==> src/design/plane_regs_pkg.sv <==
package plane_regs_pkg;
  // geometry
  localparam int ADDR_W = 10;
  localparam int DATA_W = 8;
  localparam int PLANES = 4;
  localparam int POS_W = 2;
  localparam int PAIR_W = 2;
  localparam int IDX_W = 4;
  localparam int SEQ_IDX_W = 8;
  localparam int ROT_W = 3;
  localparam int SEL_W = 3;
  // i/o port addresses
  localparam logic [ADDR_W-1:0] PORT_SEQ_INDEX = 10'h3C4;
  localparam logic [ADDR_W-1:0] PORT_SEQ_DATA = 10'h3C5;
  localparam logic [ADDR_W-1:0] PORT_UPPER_POS = 10'h3CA;
  localparam logic [ADDR_W-1:0] PORT_LOWER_POS = 10'h3CC;
  localparam logic [ADDR_W-1:0] PORT_GR_INDEX = 10'h3CE;
  localparam logic [ADDR_W-1:0] PORT_GR_DATA = 10'h3CF;
  // sequencer readback indexes
  localparam logic [SEQ_IDX_W-1:0] SEQ_IDX_LOWER_POS = 8'h01;
  localparam logic [SEQ_IDX_W-1:0] SEQ_IDX_UPPER_POS = 8'h02;
  // graphics register indexes
  localparam logic [IDX_W-1:0] IDX_FILL_VALUE = 4'h0;
  localparam logic [IDX_W-1:0] IDX_FILL_ENABLE = 4'h1;
  localparam logic [IDX_W-1:0] IDX_MATCH_VALUE = 4'h2;
  localparam logic [IDX_W-1:0] IDX_ROTATE = 4'h3;
  localparam logic [IDX_W-1:0] IDX_READ_SEL = 4'h4;
  localparam logic [IDX_W-1:0] IDX_MODE = 4'h5;
  localparam logic [IDX_W-1:0] IDX_MISC = 4'h6;
  localparam logic [IDX_W-1:0] IDX_IGNORE = 4'h7;
  localparam logic [IDX_W-1:0] IDX_BIT_MASK = 4'h8;
  // reset values
  localparam logic [POS_W-1:0] LOWER_POS_RESET = 2'h0;
  localparam logic [POS_W-1:0] UPPER_POS_RESET = 2'h1;
  localparam logic [PLANES-1:0] PLANAR_RESET = 4'h0;
  localparam logic [DATA_W-1:0] REG_RESET = 8'h00;
  localparam logic [DATA_W-1:0] MASK_ALL = 8'hFF;
  localparam logic [DATA_W-1:0] MASK_NONE = 8'h00;
  localparam logic [IDX_W-1:0] IDX_RESET = 4'h0;
  localparam logic [SEQ_IDX_W-1:0] SEQ_IDX_RESET = 8'h00;
  // field positions
  localparam int ROT_CNT_LSB = 0;
  localparam int FUNC_LSB = 3;
  localparam int WMODE_LSB = 0;
  localparam int READ_MODE_BIT = 3;
  localparam int READ_SEL_NONE_BIT = 2;
  localparam int PAIR_HI = 1;
  localparam int PAIR_LO = 0;
  localparam int UPPER_LSB = 2;
  typedef enum logic [1:0] {
    WM_DIRECT = 2'b00, WM_LATCH = 2'b01, WM_FILL = 2'b10, WM_MASKED = 2'b11
  } write_mode_t;
  typedef enum logic [1:0] {
    OP_PASS = 2'b00, OP_AND = 2'b01, OP_OR = 2'b10, OP_XOR = 2'b11
  } alu_op_t;
endpackage : plane_regs_pkg

==> src/design/pair_select.sv <==
`timescale 1ns/1ps
`default_nettype none
module pair_select #(
  parameter int DATA_W = 8,
  parameter int POS_W = 2
) (
  input wire logic [DATA_W-1:0] data,
  input wire logic [POS_W-1:0] pos,
  output logic [1:0] pair
);
  // bit pair 2*pos .. 2*pos+1 of the byte
  assign pair = data[{pos, 1'b0} +: 2];
endmodule : pair_select
`default_nettype wire

==> src/design/planar_bit_group_position_regs.sv <==
// Behaviour
// - planes 0/1 take data bit pair chosen by lower position value
// - planes 2/3 take data bit pair chosen by upper position value
// - chosen pair applies to planar register writes and memory data
// - rotate, read select, mode, bit mask ignore position values
// - planar reads return plane 0 on bit 0, plane 1 on bit 1
// - planar reads return plane 2 on bit 2, plane 3 on bit 3
// - four bits writable at a time, read on bits 0-3, upper bits not stored and read as 0
// - reset loads lower position 0 and upper position 1
// - upper written at own port, both read via sequencer index 1/2
// - four-bit index selects register reached by data port
// - positions and planar registers guarded by write guard bit
// - write mode 0, fill enabled: plane gets fill bit on all bits
// - write mode 0, fill disabled: plane gets processor data byte
// - while guard active, writes to guarded registers are blocked
// - compare read drives 1 where every plane with its ignore bit set matches
`timescale 1ns/1ps
`default_nettype none
module planar_bit_group_position_regs (
  input wire logic sys_clk,
  input wire logic rst,
  input wire logic ce,
  input wire logic [plane_regs_pkg::ADDR_W-1:0] io_addr,
  input wire logic io_wr,
  input wire logic io_rd,
  input wire logic [plane_regs_pkg::DATA_W-1:0] io_wdata,
  output logic [plane_regs_pkg::DATA_W-1:0] io_rdata_r,
  output logic io_rvalid_r,
  input wire logic write_guard_on,
  input wire logic mem_wr,
  input wire logic [plane_regs_pkg::DATA_W-1:0] mem_wdata_cpu,
  output logic [plane_regs_pkg::PLANES*plane_regs_pkg::DATA_W-1:0] mem_wdata_r,
  output logic mem_we_r,
  input wire logic mem_rd,
  input wire logic [plane_regs_pkg::PLANES*plane_regs_pkg::DATA_W-1:0] mem_rdata_planes,
  output logic [plane_regs_pkg::DATA_W-1:0] mem_rdata_r,
  output logic mem_rvalid_r
);
  import plane_regs_pkg::*;

  // state
  logic [POS_W-1:0] lower_pos_r;
  logic [POS_W-1:0] upper_pos_r;
  logic [IDX_W-1:0] index_r;
  logic [SEQ_IDX_W-1:0] seq_index_r;
  logic [PLANES-1:0] fill_value_r;
  logic [PLANES-1:0] fill_enable_r;
  logic [PLANES-1:0] match_value_r;
  logic [PLANES-1:0] ignore_r;
  logic [DATA_W-1:0] rotate_r;
  logic [DATA_W-1:0] read_sel_r;
  logic [DATA_W-1:0] mode_r;
  logic [DATA_W-1:0] misc_r;
  logic [DATA_W-1:0] bit_mask_r;
  logic [PLANES*DATA_W-1:0] latch_r;
  // decoded strobes
  logic wr_lower_pos;
  logic wr_upper_pos;
  logic wr_index;
  logic wr_seq_index;
  logic wr_data;
  logic wr_guarded_ok;
  // steered io pairs and next planar values
  logic [PAIR_W-1:0] io_pair_lo;
  logic [PAIR_W-1:0] io_pair_hi;
  logic [PLANES-1:0] planar_nxt;
  logic [DATA_W-1:0] io_rdata_nxt;
  // memory side
  logic [PAIR_W-1:0] mem_pair_lo;
  logic [PAIR_W-1:0] mem_pair_hi;
  logic [PLANES-1:0] pin_bits;
  logic [DATA_W-1:0] rot_data;
  logic [ROT_W-1:0] rot_cnt;
  write_mode_t wmode;
  alu_op_t alu_op;
  logic [PLANES*DATA_W-1:0] plane_wdata;
  logic [DATA_W-1:0] cmp_result;
  logic [DATA_W-1:0] mem_rdata_nxt;
  // port decode
  assign wr_lower_pos = io_wr && (io_addr == PORT_LOWER_POS);
  assign wr_upper_pos = io_wr && (io_addr == PORT_UPPER_POS);
  assign wr_index = io_wr && (io_addr == PORT_GR_INDEX);
  assign wr_seq_index = io_wr && (io_addr == PORT_SEQ_INDEX);
  assign wr_data = io_wr && (io_addr == PORT_GR_DATA);
  assign wr_guarded_ok = !write_guard_on;
  pair_select #(.DATA_W(DATA_W), .POS_W(POS_W)) u_io_lo (
    .data(io_wdata),
    .pos(lower_pos_r),
    .pair(io_pair_lo)
  );
  pair_select #(.DATA_W(DATA_W), .POS_W(POS_W)) u_io_hi (
    .data(io_wdata),
    .pos(upper_pos_r),
    .pair(io_pair_hi)
  );
  // each pair lands on its own two planes
  assign planar_nxt = {io_pair_hi, io_pair_lo};
  always_ff @(posedge sys_clk or posedge rst) begin
    if (rst) begin
      lower_pos_r <= LOWER_POS_RESET;
      upper_pos_r <= UPPER_POS_RESET;
    end else if (ce) begin
      if (wr_lower_pos && wr_guarded_ok) begin
        lower_pos_r <= io_wdata[POS_W-1:0];
      end
      if (wr_upper_pos && wr_guarded_ok) begin
        upper_pos_r <= io_wdata[POS_W-1:0];
      end
    end
  end
  always_ff @(posedge sys_clk or posedge rst) begin
    if (rst) begin
      index_r <= IDX_RESET;
      seq_index_r <= SEQ_IDX_RESET;
    end else if (ce) begin
      if (wr_index) begin
        index_r <= io_wdata[IDX_W-1:0];
      end
      if (wr_seq_index) begin
        seq_index_r <= io_wdata;
      end
    end
  end
  // planar registers take only four steered bits
  always_ff @(posedge sys_clk or posedge rst) begin
    if (rst) begin
      fill_value_r <= PLANAR_RESET;
      fill_enable_r <= PLANAR_RESET;
      match_value_r <= PLANAR_RESET;
      ignore_r <= PLANAR_RESET;
    end else if (ce && wr_data && wr_guarded_ok) begin
      case (index_r)
        IDX_FILL_VALUE: fill_value_r <= planar_nxt;
        IDX_FILL_ENABLE: fill_enable_r <= planar_nxt;
        IDX_MATCH_VALUE: match_value_r <= planar_nxt;
        IDX_IGNORE: ignore_r <= planar_nxt;
        default: ;
      endcase
    end
  end
  // non-planar registers take the byte as written
  always_ff @(posedge sys_clk or posedge rst) begin
    if (rst) begin
      rotate_r <= REG_RESET;
      read_sel_r <= REG_RESET;
      mode_r <= REG_RESET;
      misc_r <= REG_RESET;
      bit_mask_r <= MASK_ALL;
    end else if (ce && wr_data && wr_guarded_ok) begin
      case (index_r)
        IDX_ROTATE: rotate_r <= io_wdata;
        IDX_READ_SEL: read_sel_r <= io_wdata;
        IDX_MODE: mode_r <= io_wdata;
        IDX_MISC: misc_r <= io_wdata;
        IDX_BIT_MASK: bit_mask_r <= io_wdata;
        default: ;
      endcase
    end
  end
  // io read mux
  always_comb begin
    io_rdata_nxt = REG_RESET;
    case (io_addr)
      PORT_GR_INDEX: io_rdata_nxt = {{(DATA_W-IDX_W){1'b0}}, index_r};
      PORT_SEQ_INDEX: io_rdata_nxt = seq_index_r;
      PORT_SEQ_DATA: begin
        if (seq_index_r == SEQ_IDX_LOWER_POS) begin
          io_rdata_nxt = {{(DATA_W-POS_W){1'b0}}, lower_pos_r};
        end else if (seq_index_r == SEQ_IDX_UPPER_POS) begin
          io_rdata_nxt = {{(DATA_W-POS_W){1'b0}}, upper_pos_r};
        end
      end
      PORT_GR_DATA: begin
        // planar bits read at fixed plane order
        case (index_r)
          IDX_FILL_VALUE: io_rdata_nxt = {{(DATA_W-PLANES){1'b0}}, fill_value_r};
          IDX_FILL_ENABLE: io_rdata_nxt = {{(DATA_W-PLANES){1'b0}}, fill_enable_r};
          IDX_MATCH_VALUE: io_rdata_nxt = {{(DATA_W-PLANES){1'b0}}, match_value_r};
          IDX_IGNORE: io_rdata_nxt = {{(DATA_W-PLANES){1'b0}}, ignore_r};
          IDX_ROTATE: io_rdata_nxt = rotate_r;
          IDX_READ_SEL: io_rdata_nxt = read_sel_r;
          IDX_MODE: io_rdata_nxt = mode_r;
          IDX_MISC: io_rdata_nxt = misc_r;
          IDX_BIT_MASK: io_rdata_nxt = bit_mask_r;
          default: io_rdata_nxt = REG_RESET;
        endcase
      end
      default: io_rdata_nxt = REG_RESET;
    endcase
  end
  // io read register, one cycle after strobe
  always_ff @(posedge sys_clk or posedge rst) begin
    if (rst) begin
      io_rdata_r <= REG_RESET;
      io_rvalid_r <= 1'b0;
    end else if (ce) begin
      io_rvalid_r <= io_rd;
      if (io_rd) begin
        io_rdata_r <= io_rdata_nxt;
      end
    end
  end
  // mode fields
  assign wmode = write_mode_t'(mode_r[WMODE_LSB +: 2]);
  assign alu_op = alu_op_t'(rotate_r[FUNC_LSB +: 2]);
  assign rot_cnt = rotate_r[ROT_CNT_LSB +: ROT_W];
  // right circular rotate of cpu data
  assign rot_data = DATA_W'({mem_wdata_cpu, mem_wdata_cpu} >> rot_cnt);

  // memory data pair steering, lower controller
  pair_select #(.DATA_W(DATA_W), .POS_W(POS_W)) u_mem_lo (
    .data(mem_wdata_cpu),
    .pos(lower_pos_r),
    .pair(mem_pair_lo)
  );

  // memory data pair steering, upper controller
  pair_select #(.DATA_W(DATA_W), .POS_W(POS_W)) u_mem_hi (
    .data(mem_wdata_cpu),
    .pos(upper_pos_r),
    .pair(mem_pair_hi)
  );
  assign pin_bits = {mem_pair_hi, mem_pair_lo};
  genvar p;
  generate
    for (p = 0; p < PLANES; p++) begin : g_plane
      plane_write_unit u_pwu (
        .wmode(wmode),
        .op(alu_op),
        .fill_bit(fill_value_r[p]),
        .fill_en(fill_enable_r[p]),
        .pin_bit(pin_bits[p]),
        .rot_data(rot_data),
        .latch(latch_r[p*DATA_W +: DATA_W]),
        .bit_mask(bit_mask_r),
        .wdata(plane_wdata[p*DATA_W +: DATA_W])
      );
    end
  endgenerate

  // memory write register
  always_ff @(posedge sys_clk or posedge rst) begin
    if (rst) begin
      mem_wdata_r <= '0;
      mem_we_r <= 1'b0;
    end else if (ce) begin
      mem_we_r <= mem_wr;
      if (mem_wr) begin
        mem_wdata_r <= plane_wdata;
      end
    end
  end

  // colour compare, planes with ignore bit clear always match
  always_comb begin
    cmp_result = MASK_ALL;
    for (int q = 0; q < PLANES; q++) begin
      cmp_result = cmp_result & ~({DATA_W{ignore_r[q]}}
        & (mem_rdata_planes[q*DATA_W +: DATA_W] ^ {DATA_W{match_value_r[q]}}));
    end
  end

  // read mode select
  always_comb begin
    mem_rdata_nxt = REG_RESET;
    if (mode_r[READ_MODE_BIT]) begin
      mem_rdata_nxt = cmp_result;
    end else if (!read_sel_r[READ_SEL_NONE_BIT]) begin
      mem_rdata_nxt = mem_rdata_planes[read_sel_r[1:0]*DATA_W +: DATA_W];
    end
  end

  // memory read register and latches
  always_ff @(posedge sys_clk or posedge rst) begin
    if (rst) begin
      mem_rdata_r <= REG_RESET;
      mem_rvalid_r <= 1'b0;
      latch_r <= '0;
    end else if (ce) begin
      mem_rvalid_r <= mem_rd;
      if (mem_rd) begin
        mem_rdata_r <= mem_rdata_nxt;
        latch_r <= mem_rdata_planes;
      end
    end
  end

  // checks
  a_reset_positions: assert property (
    @(posedge sys_clk) $fell(rst) |-> lower_pos_r == LOWER_POS_RESET
      && upper_pos_r == UPPER_POS_RESET)
    else $error("positions not at reset values");
  a_guard_blocks_pos: assert property (
    @(posedge sys_clk) disable iff (rst)
    ce && write_guard_on && (wr_lower_pos || wr_upper_pos)
      |=> $stable(lower_pos_r) && $stable(upper_pos_r))
    else $error("guarded position write took effect");
  a_upper_pos_port: assert property (
    @(posedge sys_clk) disable iff (rst)
    ce && !write_guard_on && wr_upper_pos
      |=> upper_pos_r == $past(io_wdata[POS_W-1:0]))
    else $error("upper position write lost");
  a_guard_planar: assert property (
    @(posedge sys_clk) disable iff (rst)
    ce && write_guard_on && wr_data
      |=> $stable(fill_value_r) && $stable(bit_mask_r) && $stable(mode_r))
    else $error("guarded register written");
  a_pair_steer: assert property (
    @(posedge sys_clk) disable iff (rst)
    ce && !write_guard_on && wr_data && index_r == IDX_FILL_VALUE
      |=> fill_value_r[1:0] == $past(io_wdata >> {lower_pos_r, 1'b0}) % 4
      && fill_value_r[3:2] == $past(io_wdata >> {upper_pos_r, 1'b0}) % 4)
    else $error("planar bit pair steered wrong");
  a_nonplanar_mask: assert property (
    @(posedge sys_clk) disable iff (rst)
    ce && !write_guard_on && wr_data && index_r == IDX_BIT_MASK
      |=> bit_mask_r == $past(io_wdata))
    else $error("non-planar register steered");
  a_planar_readback: assert property (
    @(posedge sys_clk) disable iff (rst)
    ce && io_rd && io_addr == PORT_GR_DATA && index_r == IDX_FILL_ENABLE
      |=> io_rvalid_r && io_rdata_r == {4'h0, $past(fill_enable_r)})
    else $error("planar readback order wrong");
  a_pos_readback: assert property (
    @(posedge sys_clk) disable iff (rst)
    ce && io_rd && io_addr == PORT_SEQ_DATA && seq_index_r == SEQ_IDX_LOWER_POS
      |=> io_rdata_r == {6'h00, $past(lower_pos_r)})
    else $error("position readback wrong");
  a_index_hold: assert property (
    @(posedge sys_clk) disable iff (rst)
    ce && wr_index |=> index_r == $past(io_wdata[IDX_W-1:0]))
    else $error("index not stored");
  a_fill_mode0: assert property (
    @(posedge sys_clk) disable iff (rst)
    ce && mem_wr && wmode == WM_DIRECT && alu_op == OP_PASS
      && bit_mask_r == MASK_ALL && fill_enable_r[0]
      |=> mem_we_r && mem_wdata_r[7:0] == {8{$past(fill_value_r[0])}})
    else $error("fill value not written");
  a_cpu_mode0: assert property (
    @(posedge sys_clk) disable iff (rst)
    ce && mem_wr && wmode == WM_DIRECT && alu_op == OP_PASS && rot_cnt == 0
      && bit_mask_r == MASK_ALL && !fill_enable_r[3]
      |=> mem_wdata_r[31:24] == $past(mem_wdata_cpu))
    else $error("cpu data not written");
  a_compare_read: assert property (
    @(posedge sys_clk) disable iff (rst)
    ce && mem_rd && mode_r[READ_MODE_BIT] && ignore_r == 4'hF
      |=> mem_rvalid_r && mem_rdata_r == ~($past(mem_rdata_planes[7:0] ^ {8{match_value_r[0]}})
      | $past(mem_rdata_planes[15:8] ^ {8{match_value_r[1]}})
      | $past(mem_rdata_planes[23:16] ^ {8{match_value_r[2]}})
      | $past(mem_rdata_planes[31:24] ^ {8{match_value_r[3]}})))
    else $error("compare read mismatch");
endmodule : planar_bit_group_position_regs
`default_nettype wire

==> src/design/plane_write_unit.sv <==
`timescale 1ns/1ps
`default_nettype none
module plane_write_unit
  import plane_regs_pkg::*;
(
  input wire write_mode_t wmode,
  input wire alu_op_t op,
  input wire logic fill_bit,
  input wire logic fill_en,
  input wire logic pin_bit,
  input wire logic [DATA_W-1:0] rot_data,
  input wire logic [DATA_W-1:0] latch,
  input wire logic [DATA_W-1:0] bit_mask,
  output logic [DATA_W-1:0] wdata
);
  logic [DATA_W-1:0] src;
  logic [DATA_W-1:0] res;
  logic [DATA_W-1:0] eff_mask;
  // source byte per write mode
  always_comb begin
    case (wmode)
      WM_DIRECT: src = fill_en ? {DATA_W{fill_bit}} : rot_data;
      WM_LATCH: src = latch;
      WM_FILL: src = {DATA_W{pin_bit}};
      WM_MASKED: src = {DATA_W{fill_bit}};
      default: src = rot_data;
    endcase
  end
  // logic op against latch, then bit mask merge
  always_comb begin
    case (op)
      OP_PASS: res = src;
      OP_AND: res = src & latch;
      OP_OR: res = src | latch;
      OP_XOR: res = src ^ latch;
      default: res = src;
    endcase
    case (wmode)
      WM_LATCH: eff_mask = MASK_NONE;
      WM_MASKED: eff_mask = bit_mask & rot_data;
      default: eff_mask = bit_mask;
    endcase
    wdata = (res & eff_mask) | (latch & ~eff_mask);
  end
endmodule : plane_write_unit
`default_nettype wire

==> config.mk <==
export PLATFORM = sky130hd
export DESIGN_NAME = planar_bit_group_position_regs
export DESIGN_NICKNAME = d
export VERILOG_FILES = /design/src/design/plane_regs_pkg.sv /design/src/design/pair_select.sv /design/src/design/planar_bit_group_position_regs.sv /design/src/design/plane_write_unit.sv
export SDC_FILE = /design/constraint.sdc
export NUM_CORES = 1
export LEC_CHECK = 0
export BUFFER_PORTS_ARGS = -buffer_cell sky130_fd_sc_hd__buf_2
export CAP_MARGIN = 20
export CORE_UTILIZATION = 45
export CTS_CLUSTER_SIZE = 24
export DETAILED_ROUTE_END_ITERATION = 10
export GPL_ROUTABILITY_DRIVEN = 1
export PLACE_DENSITY = 0.63
export SLEW_MARGIN = 5
export SYNTH_ARGS = -nofsm -noshare
export SYNTH_HDL_FRONTEND = slang
export SYNTH_SLANG_ARGS = --single-unit
==> constraint.sdc <==
create_clock -name sys_clk -period 5.6 [get_ports sys_clk]
set_input_delay 0.84 -clock sys_clk [delete_from_list [all_inputs] [get_ports sys_clk]]
set_output_delay 0.84 -clock sys_clk [all_outputs]
set_load 0.01 [all_outputs]
==> results.txt, run 1 <==
----------------------------------------------------
[Critical path]
  Worst setup path start ... rotate_r[1]
  CP max-delay cell ... dfrtp_1
  Highest cell delay on the worst timing path ... 0.82 ns
  Critical path's most frequent cell ... o221ai_1
  Launch instance of the worst register-to-register path ... rotate_r[1]
  Maximum fanout along the worst path ... 16
  Type of the worst setup path ... reg -> reg
  CP endpoint kind ... register
  Required arrival time at the worst endpoint ... between 5 and 6 ns
  Minimum setup slack among reg-to-reg paths ... around 2.1 ns
  Cells along the critical path ... mux2_2 -> o22ai_1 -> nor2_1 -> o221ai_1 -> inv_1 -> ha_1 -> nand2_1 -> o2bb2ai_1 -> o21ai_0 -> o221ai_1 -> a21oi_1 -> o31a_1
  Arrival time at the worst endpoint ... between 3 and 4 ns
  Type of origin of the critical path ... register

[Clock network]
  TritonCTS clock tree ... done
  Number of H-tree levels ... 4
  Clock edge transition at the registers on the reported setup and hold paths ... 0.08 ns
  Clock insertion delay at the later pin of the skew report ... approximately 0.44 ns
  Clock buffer count from CTS ... 17
  Cell at the root of the clock tree ... clkbuf_16
  Cts-stage hold buffer count ... 0
  Post-CTS Setup Bufs ... 0
  Clock sinks ... between 150 and 200
  Clock buffer depth ... 2
  Post-cts gate resize count ... 0

[Floorplanning]
  Number of I/O pins ... between 100 and 150
  Standard cell core area ... 23680 um2
  Standard-cell rows ... between 50 and 60
  Die footprint ... 24960 um2
  Die boundary height ... 158.0 um
  Initial core utilization ... 0.4623
  Die X-Extent ... 158.0 um

[Route]
  Detailed-route vias per instance ... approximately 6.3
  DRC violation count after routing ... 0
  Average routed wire per standard cell ... about 23 um
  DRC violation total after the first TritonRoute iteration ... 880
  Total via count after detailed routing ... about 9500
  Antenna violation net count after detailed routing ... 0
  Sum of routed wire length over all layers ... 35210 um
  Number of detailed-routing iterations run before antenna repair ... 5

[Logic synthesis]
  Synthesis Warnings ... 0
  Synthesized instance count ... between 1000 and 1500
  Share of async-settable or async-resettable flops after synthesis ... 1.000
  Syn Std Cell Area ... 10950 um2
  Fraction of post-synthesis cell area in the top cell type by area ... 0.3337
  Flip-flop cell with the highest count after synthesis ... dfrtp_1
  Number of enable-type register cells in the synthesized netlist ... 0
  Number of nets in the synthesized netlist ... around 1200
  Seq/Total Area, Yosys ... 0.3553
  Leading area contributor after synthesis ... dfrtp_1
  Library cells used by synthesis ... a little over 80
  Average cell area after synthesis ... 9.873 um2
  Largest cells by area after synthesis ... dfrtp_1 33%, mux2_2 12%, mux4_2 4.5%
  Synth Register Bits ... roughly 160

[Global route]
  Global-route wire length before repair ... roughly 54000 um
  Number of antenna violations at the first check in global routing ... 0
  Remaining global-route overflow ... 0
  Largest net degree at the start of global routing ... 63
  GR Util All Layers ... 0.2921
  Number of global-route vias before repair ... 9068

[Layout]
  Nets@finish ... approximately 1300
  Utilization after layout ... 0.5136
  Synthesis-to-finish area growth ... 11.08%
  Antenna Diode Count ... 0
  Fraction of final layout cells sized beyond drive strength 1 ... 0.2839

[Min path]
  HP Class ... in -> async

[STA]
  Transition at the pin with the smallest max-transition slack ... between 1 and 1.5 ns
  Setup TNS ... 0 ns
  Worst setup skew after layout ... slightly above 0.01 ns
  Fmax ... about 280 MHz
  Unrepaired setup endpoints after global routing ... no
  Final Max Tran Viols ... 0
  Relative slew slack ... 0.2849
  Hold Vio Cnt, Final ... 0
  Final period utilization ... 0.6285
  Fin crit period ... 3.519 ns
  Final count of negative-setup-slack endpoints ... 0

[Outcome]
  Run status ... complete, no violations

[Pwr]
  Max rail drop VDD ... approximately 170 uV
  Overall power after layout ... between 2 and 3 mW
  Power density over the cells ... between 200 and 250 nW/um2
  Static leakage ... 5.219 nW

[Placed design]
  Count of buffers inserted at the top-level ports ... 116
  Dpl hpwl ... 25320 um
  Final weighted congestion of routability-driven global placement ... 0.9362

[Job]
  Max cap viols ... 0

----------------------------------------------------
-- cell families (layout without fill, tap and decap cells) --
logic type	after synthesis	in the layout	synth area share
XOR/XNOR	32	32	0.02560
buffers and inverters	107	185	0.04754
multiplexers	179	179	0.2031
AND/OR/NAND/NOR	285	285	0.1212
AO/OA/AOI/OAI	319	319	0.2107
adder cells (fa/ha/maj)	32	32	0.03657
flip-flops	155	155	0.3553
-- through the flow --
step                      instances  worst slack [ns]  instance area [um2]  hold slack, ns
after global placement         1474             2.133                11580          0.4621
final                          1506             2.081                12160          0.4566
after CTS                      1506             2.140                12160          0.4820
after detailed placement       1474             2.052                11580          0.4665
after global routing           1506             1.810                12160          0.5028
after floorplan                1109            0.5967                10950          0.4741
-- path summary, 6_finish.rpt --
kind,end,cells after the start
max,mem_wdata_r[26],12
min,lower_pos_r[1],2
max reg2reg,mem_wdata_r[26],12
min reg2reg,mem_wdata_r[23],2
max in group asynchronous,fill_enable_r[0],3
min in group sys_clk,mem_wdata_r[23],2
-- power by group --
group	internal, mW	switching, mW
Clock	0.632	0.554
Combinational	0.199	0.242
Sequential	1.21	0.107
-- cell usage in the layout, fill, tap and decap left out, drive strengths merged, types with 20 or more instances in the layout --
cell   Yosys  final
dfrtp    146    146
buf       25    123
nand2    118    118
mux2     112    112
o21ai     74     74
a21oi     69     69
nor2      64     64
mux2i     44     44
inv       29     37
xor2      32     32
ha        32     32
mux4      23     23
nand3     21     21
nor3      20     20
-- worst max-delay path: cells and delay by family, from the launching register on --
family | cells | cell delay [ns]
compound gates | 7 | 1.56
fa+ha+maj | 1 | 0.27
buf+inv | 1 | 0.08
flops | 1 | 0.82
mux | 1 | 0.45
simple gates | 2 | 0.28
-- sequential cells by signal, summed over array words and instances, names as in the netlist --
| register | cells |
|---|---|
| latch_r | 32 |
| mem_wdata_r | 32 |
| bit_mask_r | 8 |
| io_rdata_r | 8 |
| mem_rdata_r | 8 |
| misc_r | 8 |
| mode_r | 8 |
| read_sel_r | 8 |
| rotate_r | 8 |
| seq_index_r | 8 |
| fill_enable_r | 4 |
| fill_value_r | 4 |
| ignore_r | 4 |
| index_r | 4 |
| match_value_r | 4 |
| lower_pos_r | 2 |
| upper_pos_r | 2 |
| io_rvalid_r | 1 |
| mem_rvalid_r | 1 |
| mem_we_r | 1 |
-- synth_stat cells, drive strengths merged (18+ instances only) --
master,instances
inv,29
a21oi,69
mux2,112
nand3,21
o22ai,18
nor2b,18
dfrtp,146
nor2,64
nand2,118
nor3,20
xor2,32
mux4,23
o21ai,74
mux2i,44
buf,25
clkbuf,52
ha,32
-- metal layers --
metal | global-route usage | routed length (um)
met5 | 0 | 0
met1 | 0.3852 | 14880
met2 | 0.4621 | 16480
met3 | 0.04462 | 2168
met4 | 0.1557 | 1684
-- cell type report --
class | count | area [um2]
fillers | 2256 | 11520
multi-input cells | 847 | 6541
flip-flops and latches | 155 | 3891
repair buffers | 123 | 633.1
clock buffers | 18 | 429.2
well taps | 319 | 399.1
clock inverters | 14 | 151.4
inverters | 30 | 117.6
Note: power is estimated with default switching activity, not from simulation.
==> run 2, diff against run 1 <==
PLACE_DENSITY = 0.65   (was 0.63)
clock period = 3 ns   (was 5.6 ns; I/O delays follow)
==> run 2 against run 1 <==
  * Power up 90%
  * Flip-flop and latch count unchanged
  * Maximum frequency up 21%
  * Wire length up 2.2%
  * First-iteration DRC count up 22%
  * Sequential power up 86%
  * Final area up 6.5%
  * Count of clock-buffer cells in the layout down 1
  * Clock skew up 0.0031 ns
  * Setup slack worse by 2.0 ns
  * Via count up 4.7%
  * Core utilization up 3.3 points
  * Critical endpoint is now mem_wdata_r[30]
==> results.txt, run 2 (synthesis gave the netlist of run 1 again) <==
----------------------------------------------------
[Route]
  Antenna violation net count after detailed routing ... 0
  Number of detailed-routing iterations run before antenna repair ... 6
  Average routed wire per standard cell ... 22.90 um
  Total via count after detailed routing ... between 9000 and 10000
  DRC violation count after routing ... 0
  Sum of routed wire length over all layers ... between 30000 and 40000 um
  DRC violation total after the first TritonRoute iteration ... around 1100
  Detailed-route vias per instance ... roughly 6.4

[STA]
  Final Max Tran Viols ... 0
  Transition at the pin with the smallest max-transition slack ... about 1 ns
  Worst setup skew after layout ... 0.01350 ns
  Final period utilization ... 0.9675
  Final count of negative-setup-slack endpoints ... 0
  Relative slew slack ... 0.3504
  Worst Setup Slack, final ... 0.09743 ns
  WHS ... ~0.15 ns
  Hold Vio Cnt, Final ... 0
  Fin crit period ... 2.903 ns
  Unrepaired setup endpoints after global routing ... yes
  Setup TNS ... 0 ns
  Fmax ... 344.5 MHz

[Floorplanning]
  Die boundary height ... around 160 um
  Number of I/O pins ... 117
  Standard-cell rows ... between 50 and 60
  Die footprint ... around 25000 um2
  Initial core utilization ... 0.4623
  Standard cell core area ... around 24000 um2
  Die X-Extent ... 158.0 um

[Layout]
  Synthesis-to-finish area growth ... 18.26%
  Most frequent cells in the layout ... 144 x dfrtp_1, 116 x buf_2, 115 x nand2_1, 112 x mux2_2, 65 x a21oi_1
  Fraction of final layout cells sized beyond drive strength 1 ... 0.3408
  Antenna Diode Count ... 0
  Leading cell type in the layout, fill and taps excluded ... dfrtp_1
  Registers with the highest flip-flop counts ... latch_r x32, mem_wdata_r x32
  Non-filler cells in the finished layout ... ~1600
  Final instance area ... between 10000 and 15000 um2
  Utilization after layout ... 0.5468
  Nets@finish ... roughly 1300
  Number of fill cells in the layout ... roughly 2200

[Pwr]
  Overall power after layout ... 5.596 mW
  Power density over the cells ... ~430 nW/um2
  Clk network pwr share ... 0.405
  Net switching power ... between 1.5 and 2 mW
  Sw Share ... 0.3085
  Max rail drop VDD ... between 200 and 300 uV
  Static leakage ... between 5 and 6 nW
  Share of power burned in combinational logic ... 0.159
  Internal power component ... ~3.9 mW
  Relative contribution of sequential cells to total power ... 0.437

[Placed design]
  Final weighted congestion of routability-driven global placement ... 0.9745
  Dpl hpwl ... 26680 um
  Post-Place Worst Slack ... 0.06115 ns
  Post-place instance area ... roughly 12000 um2
  Count of buffers inserted at the top-level ports ... 116
  Placed cells ... between 1500 and 2000

[Clock network]
  Clock sinks ... 155
  Clock insertion delay at the later pin of the skew report ... approximately 0.44 ns
  Number of H-tree levels ... 4
  Clock buffer count from CTS ... 17
  Cts-stage hold buffer count ... 0
  TritonCTS clock tree ... done
  Cell at the root of the clock tree ... clkbuf_16
  Clock edge transition at the registers on the reported setup and hold paths ... around 0.070 ns
  Clock buffer depth ... 2

[Global route]
  Largest net degree at the start of global routing ... 55
  Global-route wire length before repair ... between 50000 and 60000 um
  Remaining global-route overflow ... 0
  GR Util All Layers ... 0.2947
  Number of global-route vias before repair ... 9626
  Number of antenna violations at the first check in global routing ... 0

[Critical path]
  Launch instance of the worst register-to-register path ... upper_pos_r[0]
  Worst setup path start ... upper_pos_r[0]
  Type of origin of the critical path ... register
  Required arrival time at the worst endpoint ... approximately 3.4 ns
  CP endpoint kind ... register
  Maximum fanout along the worst path ... 7
  Arrival time at the worst endpoint ... between 3 and 4 ns
  Type of the worst setup path ... reg -> reg

[Outcome]
  Run status ... complete, no violations

[Min path]
  HP Class ... in -> async

[Job]
  Max cap viols ... 0

----------------------------------------------------
run 2: worst paths after layout:
check | to | slack, ns | cells after the start
max reg2reg | mem_wdata_r[30] | 0.1 | 11
min in group sys_clk | latch_r[1] | 0.29 | 2
max | mem_wdata_r[30] | 0.1 | 11
min | rotate_r[1] | 0.15 | 2
min reg2reg | mem_rdata_r[7] | 0.48 | 2
max in group asynchronous | mem_rdata_r[5] | 2.09 | 3
run 2: metal layers:
metal  wire length (um)  vias to the layer above  track usage  part of all wire
li1                   -                     4433            -                 -
met2              16780                      552       0.4764              0.47
met4               1997                        0       0.1593             0.055
met1              14610                     4886       0.3832              0.41
met5                  0                        -            0                 0
met3               2619                      112      0.03915             0.073
run 2: area by class of cell:
type	count	area, um2	share of cell area
inverter	30	116.4	0.008986
multi-input combinational	847	6664	0.5146
clock buffer	17	425.4	0.03285
timing repair buffer	189	1259	0.09721
clock inverter	15	192.7	0.01488
sequential	155	3892	0.3006
tap	319	399.1	0.03082
run 2: timing repair:
item / in CTS / in global routing
buffers inserted: 0 / 5
setup endpoints to repair: 0 / 17
gates resized for setup: 0 / 36
run 2: critical path, stage by stage, from the launching register on:
cell	delay [ns]
dfstp_2	0.57
mux4_2	0.55
a211o_4	0.43
nor2_4	0.13
nor3_1	0.06
ha_1	0.27
nand2_1	0.07
o2bb2ai_2	0.15
o21ai_1	0.14
o221a_2	0.19
nor3_1	0.04
nor3_1	0.20
run 2: power groups by stage:
stage	clock network (mW)	logic, mW	registers, mW
6_report	2.26	0.887	2.44
5_1_grt	2.37	0.985	2.46
4_1_cts	2.29	0.873	2.44
3_5_place_dp	0	0.866	2.48
3_3_place_gp	0	0.841	2.48
2_1_floorplan	0	0.475	2.45
